===== config.mk =====
export PLATFORM = sky130hd
export DESIGN_NAME = igfb_top
export DESIGN_NICKNAME = d
export VERILOG_FILES = /design/src/verilog/igfb_pkg.sv /design/src/verilog/igfb_top.sv
export SDC_FILE = /design/constraint.sdc
export NUM_CORES = 1
export LEC_CHECK = 0
export ABC_AREA = 1
export BUFFER_PORTS_ARGS = -buffer_cell sky130_fd_sc_hd__buf_2
export CAP_MARGIN = 20
export CORE_MARGIN = 4
export CORE_UTILIZATION = 51
export DETAILED_ROUTE_END_ITERATION = 6
export PLACE_DENSITY = 0.7
export SYNTH_ARGS = -nofsm -noshare
export SYNTH_HDL_FRONTEND = slang
export SYNTH_SLANG_ARGS = --single-unit

===== constraint.sdc =====
create_clock -name clk_sys -period 10.57 [get_ports clk_sys]
set_input_delay 3.171 -clock clk_sys [delete_from_list [all_inputs] [get_ports clk_sys]]
set_output_delay 3.171 -clock clk_sys [all_outputs]
set_load 0.01 [all_outputs]

===== src/verilog/igfb_pkg.sv =====
/*
 * constants and carrier types for the input glitch filter bank.
 * assumes one 20 MHz system clock and no software-visible registers.
 */
// Function
// - sixteen inputs, low and high groups of eight, each filtered and interrupt capable.
// - any filtered input can trigger an encoder position capture on a chosen edge.
// - setting is zero after reset, so no filtering until changed.
// - level accepted only if it lasts longer than filter time; shorter pulses dropped.
// - accepted change appears at output delayed by the filter time.
// - setting zero passes inputs through unchanged, no rejection, no filter delay.
package igfb_pkg;

   // ****************************************
   // sizes and timing
   // ****************************************
   localparam int unsigned IGFB_GROUP_W = 8;
   localparam int unsigned IGFB_NUM_IN = 2 * IGFB_GROUP_W;
   localparam int unsigned IGFB_CLK_HZ = 20000000;
   localparam int unsigned IGFB_STEP_US = 31;
   localparam int unsigned IGFB_STEP_CYC = (IGFB_STEP_US * (IGFB_CLK_HZ / 1000000));
   localparam int unsigned IGFB_TB_W = 10;
   localparam logic [7:0] IGFB_FILT_RST = 8'h00;

   // ****************************************
   // carriers
   // ****************************************
   typedef struct packed {
      logic [IGFB_GROUP_W-1:0] high_grp;
      logic [IGFB_GROUP_W-1:0] low_grp;
   } igfb_points_t;

   typedef enum logic [1:0] {
      IGFB_EDGE_RISE = 2'h0,
      IGFB_EDGE_FALL = 2'h1,
      IGFB_EDGE_BOTH = 2'h3,
      IGFB_EDGE_NONE = 2'h2
   } igfb_edge_t;

endpackage


===== src/verilog/igfb_top.sv =====
/*
 * sixteen-input glitch filter bank with interrupt and capture triggers.
 * assumes asynchronous field inputs, a 20 MHz clk_sys, and that the
 * filter setting and capture selection are static control inputs from
 * same-domain logic; the capture datapath samples encoder position
 * on capture_strobe.
 * irq_events and capture_strobe follow a filtered change by one cycle;
 * the interrupt controller is expected to latch the one-cycle pulses.
 */
`timescale 1ns/1ps
module igfb_top #(
   parameter int unsigned POS_W = 32
) (
   input wire logic clk_sys,
   input wire logic rst_n,
   input igfb_pkg::igfb_points_t input_points,
   input wire logic [7:0] filter_setting,
   input wire logic [igfb_pkg::IGFB_NUM_IN-1:0] irq_enable,
   input wire logic [3:0] capture_select,
   input igfb_pkg::igfb_edge_t capture_edge,
   input wire logic [POS_W-1:0] encoder_position,
   output igfb_pkg::igfb_points_t filtered_points,
   output logic [igfb_pkg::IGFB_NUM_IN-1:0] irq_events,
   output logic capture_strobe,
   output logic [POS_W-1:0] captured_position
);
   import igfb_pkg::*;

   // ****************************************
   // edge qualification
   // ****************************************
   // shared by the interrupt pulses and the capture trigger
   function automatic logic edge_hit(logic was, logic now, igfb_edge_t mode);
      logic hit;
      hit = 1'b0;
      unique case (mode)
         IGFB_EDGE_RISE: hit = !was && now;
         IGFB_EDGE_FALL: hit = was && !now;
         IGFB_EDGE_BOTH: hit = was != now;
         IGFB_EDGE_NONE: hit = 1'b0;
      endcase
      return hit;
   endfunction

   // ****************************************
   // reset release
   // ****************************************
   logic [1:0] rst_sync_reg;
   logic [1:0] rst_sync_next;
   logic rst_int_n;

   // ones shift in after the pin lets go, so release is clock aligned
   always_comb begin
      rst_sync_next = {rst_sync_reg[0], 1'b1};
   end

   always_ff @(posedge clk_sys or negedge rst_n) begin
      if (!rst_n) begin
         rst_sync_reg <= 2'h0;
      end else begin
         rst_sync_reg <= rst_sync_next;
      end
   end
   assign rst_int_n = rst_sync_reg[1];

   // ****************************************
   // input synchronisers
   // ****************************************
   logic [IGFB_NUM_IN-1:0] meta_reg;
   logic [IGFB_NUM_IN-1:0] meta_next;
   logic [IGFB_NUM_IN-1:0] sync_reg;
   logic [IGFB_NUM_IN-1:0] sync_next;

   // only the second stage is read by the filters
   always_comb begin
      meta_next = input_points;
      sync_next = meta_reg;
   end

   always_ff @(posedge clk_sys or negedge rst_int_n) begin
      if (!rst_int_n) begin
         meta_reg <= '0;
         sync_reg <= '0;
      end else begin
         meta_reg <= meta_next;
         sync_reg <= sync_next;
      end
   end

   // ****************************************
   // 31 us timebase
   // ****************************************
   logic [IGFB_TB_W-1:0] tb_cnt_reg;
   logic [IGFB_TB_W-1:0] tb_cnt_next;
   logic tick;

   // free running; all sixteen filters share one step so that
   // a pulse may be judged up to one step late, never early
   always_comb begin
      tick = (tb_cnt_reg == IGFB_TB_W'(IGFB_STEP_CYC - 1));
      tb_cnt_next = tick ? '0 : tb_cnt_reg + IGFB_TB_W'(1);
   end

   always_ff @(posedge clk_sys or negedge rst_int_n) begin
      if (!rst_int_n) begin
         tb_cnt_reg <= '0;
      end else begin
         tb_cnt_reg <= tb_cnt_next;
      end
   end

   // ****************************************
   // per-input filters
   // ****************************************
   // a step counts once the new level has been seen at a tick; reaching
   // the setting plus one step guarantees a length over the filter time.
   // the output takes the synchronised level at the accepting tick, so it trails by the delay.
   logic [IGFB_NUM_IN-1:0] out_reg;
   logic [IGFB_NUM_IN-1:0] out_next;
   logic [8:0] cnt_reg [IGFB_NUM_IN];
   logic [8:0] cnt_next [IGFB_NUM_IN];
   logic [7:0] filt_reg;
   logic [7:0] filt_next;

   // the setting is only taken at a tick, so a change never cuts a
   // step short for a counter already running
   always_comb begin
      filt_next = filt_reg;
      if (tick) begin
         filt_next = filter_setting;
      end
      for (int i = 0; i < IGFB_NUM_IN; i++) begin
         out_next[i] = out_reg[i];
         cnt_next[i] = cnt_reg[i];
         if (filt_reg == 8'h00) begin
            out_next[i] = sync_reg[i];
            cnt_next[i] = 9'h000;
         end else if (sync_reg[i] == out_reg[i]) begin
            cnt_next[i] = 9'h000;
         end else if (tick) begin
            if (cnt_reg[i] >= {1'b0, filt_reg}) begin
               out_next[i] = sync_reg[i];
               cnt_next[i] = 9'h000;
            end else begin
               cnt_next[i] = cnt_reg[i] + 9'h001;
            end
         end
      end
   end

   always_ff @(posedge clk_sys or negedge rst_int_n) begin
      if (!rst_int_n) begin
         out_reg <= '0;
         filt_reg <= IGFB_FILT_RST;
         for (int i = 0; i < IGFB_NUM_IN; i++) begin
            cnt_reg[i] <= 9'h000;
         end
      end else begin
         out_reg <= out_next;
         filt_reg <= filt_next;
         for (int i = 0; i < IGFB_NUM_IN; i++) begin
            cnt_reg[i] <= cnt_next[i];
         end
      end
   end

   // ****************************************
   // interrupt and capture triggers
   // ****************************************
   logic [IGFB_NUM_IN-1:0] prev_reg;
   logic [IGFB_NUM_IN-1:0] prev_next;
   logic [IGFB_NUM_IN-1:0] irq_reg;
   logic [IGFB_NUM_IN-1:0] irq_next;
   logic cap_reg;
   logic cap_next;
   logic [POS_W-1:0] pos_reg;
   logic [POS_W-1:0] pos_next;
   logic sel_prev;
   logic sel_now;

   // triggers look only at the filtered levels, never the raw pins
   always_comb begin
      prev_next = out_reg;
      for (int i = 0; i < IGFB_NUM_IN; i++) begin
         irq_next[i] = edge_hit(prev_reg[i], out_reg[i], IGFB_EDGE_BOTH)
            && irq_enable[i];
      end
      sel_prev = prev_reg[capture_select];
      sel_now = out_reg[capture_select];
      cap_next = edge_hit(sel_prev, sel_now, capture_edge);
      pos_next = cap_next ? encoder_position : pos_reg;
   end

   always_ff @(posedge clk_sys or negedge rst_int_n) begin
      if (!rst_int_n) begin
         prev_reg <= '0;
         irq_reg <= '0;
         cap_reg <= 1'b0;
         pos_reg <= '0;
      end else begin
         prev_reg <= prev_next;
         irq_reg <= irq_next;
         cap_reg <= cap_next;
         pos_reg <= pos_next;
      end
   end

   assign filtered_points = out_reg;
   assign irq_events = irq_reg;
   assign capture_strobe = cap_reg;
   assign captured_position = pos_reg;

endmodule


==> flow_summary_export.csv <==
group,metric,value,unit
final_layout,drive_gt1_share,11.5,%
power,combPwrFrac,11.3,%
min_path,hp-class,"reg -> reg",
power,power.internal,1.91,mW
timing,clock_skew,0.0104,ns
grt,antenna_found_initial,2,
clock_network,cts.path.max_buffers,3,
clock_network,post-cts-setup-buffer-count,0,
timing,rsz0062_at_grt,"false",
power,pwr_density_cell,137,nW/um^2
final_layout,largest_reg_flops,144,
timing,drv_slew,0,
yosys,seq_area_frac_synth,41.8,%
clock_network,cts_resized,0,
yosys,yosys.area_share.adder,11.1,%
route,drc,0,
flow_run,cap_violations,0,
final_layout,layout.nets,2495,
critical_path,crit_fanout,33,
final_layout,final_util,59.2,%
floorplanning,start_util,52.2,%
route,drt_iter0_markers,889,
critical_path,critical_path_class,"in -> reg",
power,p_leak,9.96,nW
clock_network,cts_buffers,31,
power,seqPwrFrac,45.2,%
power,switchingPower,0.678,mW
timing,fmax,0.191,GHz
timing,fin_crit_sh,49.6,%
outcome,status,"completed",
timing,finalSetupTns,0,ns
critical_path,cpMostUsedCell,"nand2_1",
clock_network,cts.sinks,277,
critical_path,worstSetupEndpointType,"flip-flop",
grt,grt.total_usage,23.6,%
floorplanning,core_region_area,31800,um^2
yosys,synth.net_count,2337,
route,wl_met3,2110,um
floorplanning,ios,145,
critical_path,cp_top_family,"buffers and inverters",
yosys,synth_top_area_share,41.8,%
route,wirelength_met1,18800,um
place,dp_slack,4.81,ns
critical_path,arrival,5.68,ns
yosys,synth_xor_area_share,2.59,%
power,pwr-share-clk,43.5,%
critical_path,max_stage_delay,0.39,ns
place,placedCellCount,2670,
grt,grt_pass1_wl,70200,um
final_layout,synthToLayoutAreaGrowth,13.6,%
power,sw_frac_of_total,26.2,%
clock_network,h-tree-depth,1,
yosys,ys_warn_count,0,
timing,finalSetupViolCount,0,
critical_path,critPathSlowestCell,"mux2_2",
yosys,ys_types,41,
yosys,synth_top_cells_by_area,"dfrtp_1 (42%), nand2_1 (13%), ha_1 (11%)",
critical_path,crit_chain,"buf_2, inv_1, nor2_1, nor2_1, o21ai_0, o211ai_1, nand3_1, nand2_1, inv_1, ha_1, nand2_1, o211ai_1, nand2_1, buf_4, mux2_2",
final_layout,mostFrequentLayoutCell,"nand2_1",
floorplanning,die_w,188,um
clock_network,insertion_delay,0.56,ns
place,hpwl,29500,um
yosys,syn_area,16600,um^2
power,ir_worst_vdd,116,uV
yosys,ys_ff_latch,277,
final_layout,antennaDiodeCount,0,
grt,grt_max_degree,153,
critical_path,start_kind,"input pin",
route,wire_per_inst,15.6,um
final_layout,instances_no_fill,2725,
yosys,synth_compound_area_share,8.35,%
final_layout,final_cell_mix,"nand2_1 (567), dfrtp_1 (276), nor2_1 (243)",
yosys,synth-simple-area-share,28.0,%
final_layout,fillCellCount,2843,
floorplanning,num_rows,65,
grt,grt_overflow_total,0,
route,wl,42500,um
timing,setup_ws,5.33,ns
timing,slew_headroom,24.8,%
timing,hold_viol_final,0,
yosys,synth_top_area_cell,"dfrtp_1",
place,numPortBuffers,144,
critical_path,rrSetupSlack,7.13,ns
yosys,syn_inst,2110,
final_layout,multi_input_area,8660,um^2
route,dr.pass1.iters,5,
clock_network,ctsRootBufferMaster,"clkbuf_16",
place,routabilityCongestion,0.878,
critical_path,path_buf_inv,4,
floorplanning,die_area,35500,um^2
timing,worstMarginPinSlew,1.13,ns
route,highest_layer,"met5",
yosys,syn_avg_cell_area,7.86,um^2
route,ant_nets,0,
yosys,synthMuxAreaShare,2.17,%
timing,fin_crit,5.24,ns
clock_network,path_clk_slew,0.06,ns
route,avgViaCountPerCell,5.35,
yosys,synth_top_family_by_area,"simple AND/OR/NAND/NOR gates",
critical_path,critPathRequiredTime,11.02,ns
grt,grt_pass1_vias,14100,
route,via_count,14600,
clock_network,cts_hold_buf,0,
clock_network,cts_tree,"yes",
floorplanning,fp.dieH,188,um
route,dr_wl_met2,20300,um
final_layout,regArea,6940,um^2
cells by family after synthesis:
logic type / Yosys count
adder cells (fa/ha/maj): 147
multiplexers: 32
buffers and inverters: 248
AO/OA/AOI/OAI: 265
flip-flops: 277
XOR/XNOR: 49
AND/OR/NAND/NOR: 1091
other: 1
layer usage:
metal / vias up / track usage (%)
li1: 7274 / -
met1: 6906 / 31.9
met2: 318 / 40.3
met3: 89 / 3.09
met4: 4 / 6.50
met5: - / 0
synth_stat cells:
library cell  number
a21boi_0           1
a21o_1             8
a21oi_1          124
a31oi_1            9
and2_1             2
and3b_1            1
buf_1              2
buf_2             16
buf_4              4
buf_6              3
clkbuf_1           4
clkinv_1           1
conb_1             1
dfrtp_1          277
ha_1             147
inv_1            216
inv_2              2
mux2_2            32
nand2_1          567
nand2_2            2
nand2b_1           3
nand3_1          162
nand3_2            2
nand3_4            1
nand3b_1          18
nand4_1           45
nand4_2            1
nor2_1           243
nor2_2             4
nor2_4             3
nor3_1            23
nor3_4             1
nor3b_1            3
nor4_1             2
o211ai_1           9
o21a_1             1
o21ai_0          111
o21ai_1            2
or2_2              8
xnor2_1           19
xor2_1            30
metrics by stage:
step	hold slack (ns)	power (mW)	area, um^2
final	0.343	2.59	18800
after global routing	0.356	2.69	18800
after CTS	0.347	2.61	18800
after detailed placement	0.335	1.48	17800
after global placement	0.333	1.47	17800
after floorplan	0.331	1.35	16600
path summary, 6_finish.rpt:
path,depth (start not counted),end,startpoint
worst max-delay path,15,captured_position[21]$_DFFE_PN0P_,capture_select[0]
worst min-delay path,0,sync_reg[15]$_DFF_PN0_,meta_reg[15]$_DFF_PN0_
worst max register to register,10,cnt_reg[27]$_DFFE_PN0P_,filt_reg[0]$_DFFE_PN0P_
worst min register to register,0,sync_reg[15]$_DFF_PN0_,meta_reg[15]$_DFF_PN0_
max in group asynchronous,1,rst_sync_reg[1]$_DFF_PN0_,rst_n
min in group asynchronous,0,cnt_reg[56]$_DFFE_PN0P_,rst_sync_reg[1]$_DFF_PN0_
power groups by stage:
| stage | Sequential, mW | Combinational (mW) | Clock (mW) |
|---|---|---|---|
| 4_1_cts | 1.17 | 0.295 | 1.15 |
| 5_1_grt | 1.18 | 0.325 | 1.19 |
| 2_1_floorplan | 1.20 | 0.146 | 0 |
| 3_3_place_gp | 1.19 | 0.285 | 0 |
| 6_report | 1.17 | 0.292 | 1.13 |
| 3_5_place_dp | 1.19 | 0.293 | 0 |
layout make-up:
| class | instances | share of cell area [%] |
|---|---|---|
| clock inverter | 18 | 1.26 |
| sequential | 277 | 36.8 |
| timing repair buffer | 154 | 4.29 |
| inverter | 219 | 4.36 |
| multi-input combinational | 1585 | 46.0 |
| tap | 435 | 2.89 |
| clock buffer | 37 | 4.40 |
No activity file was read; power rests on OpenSTA's default activity.
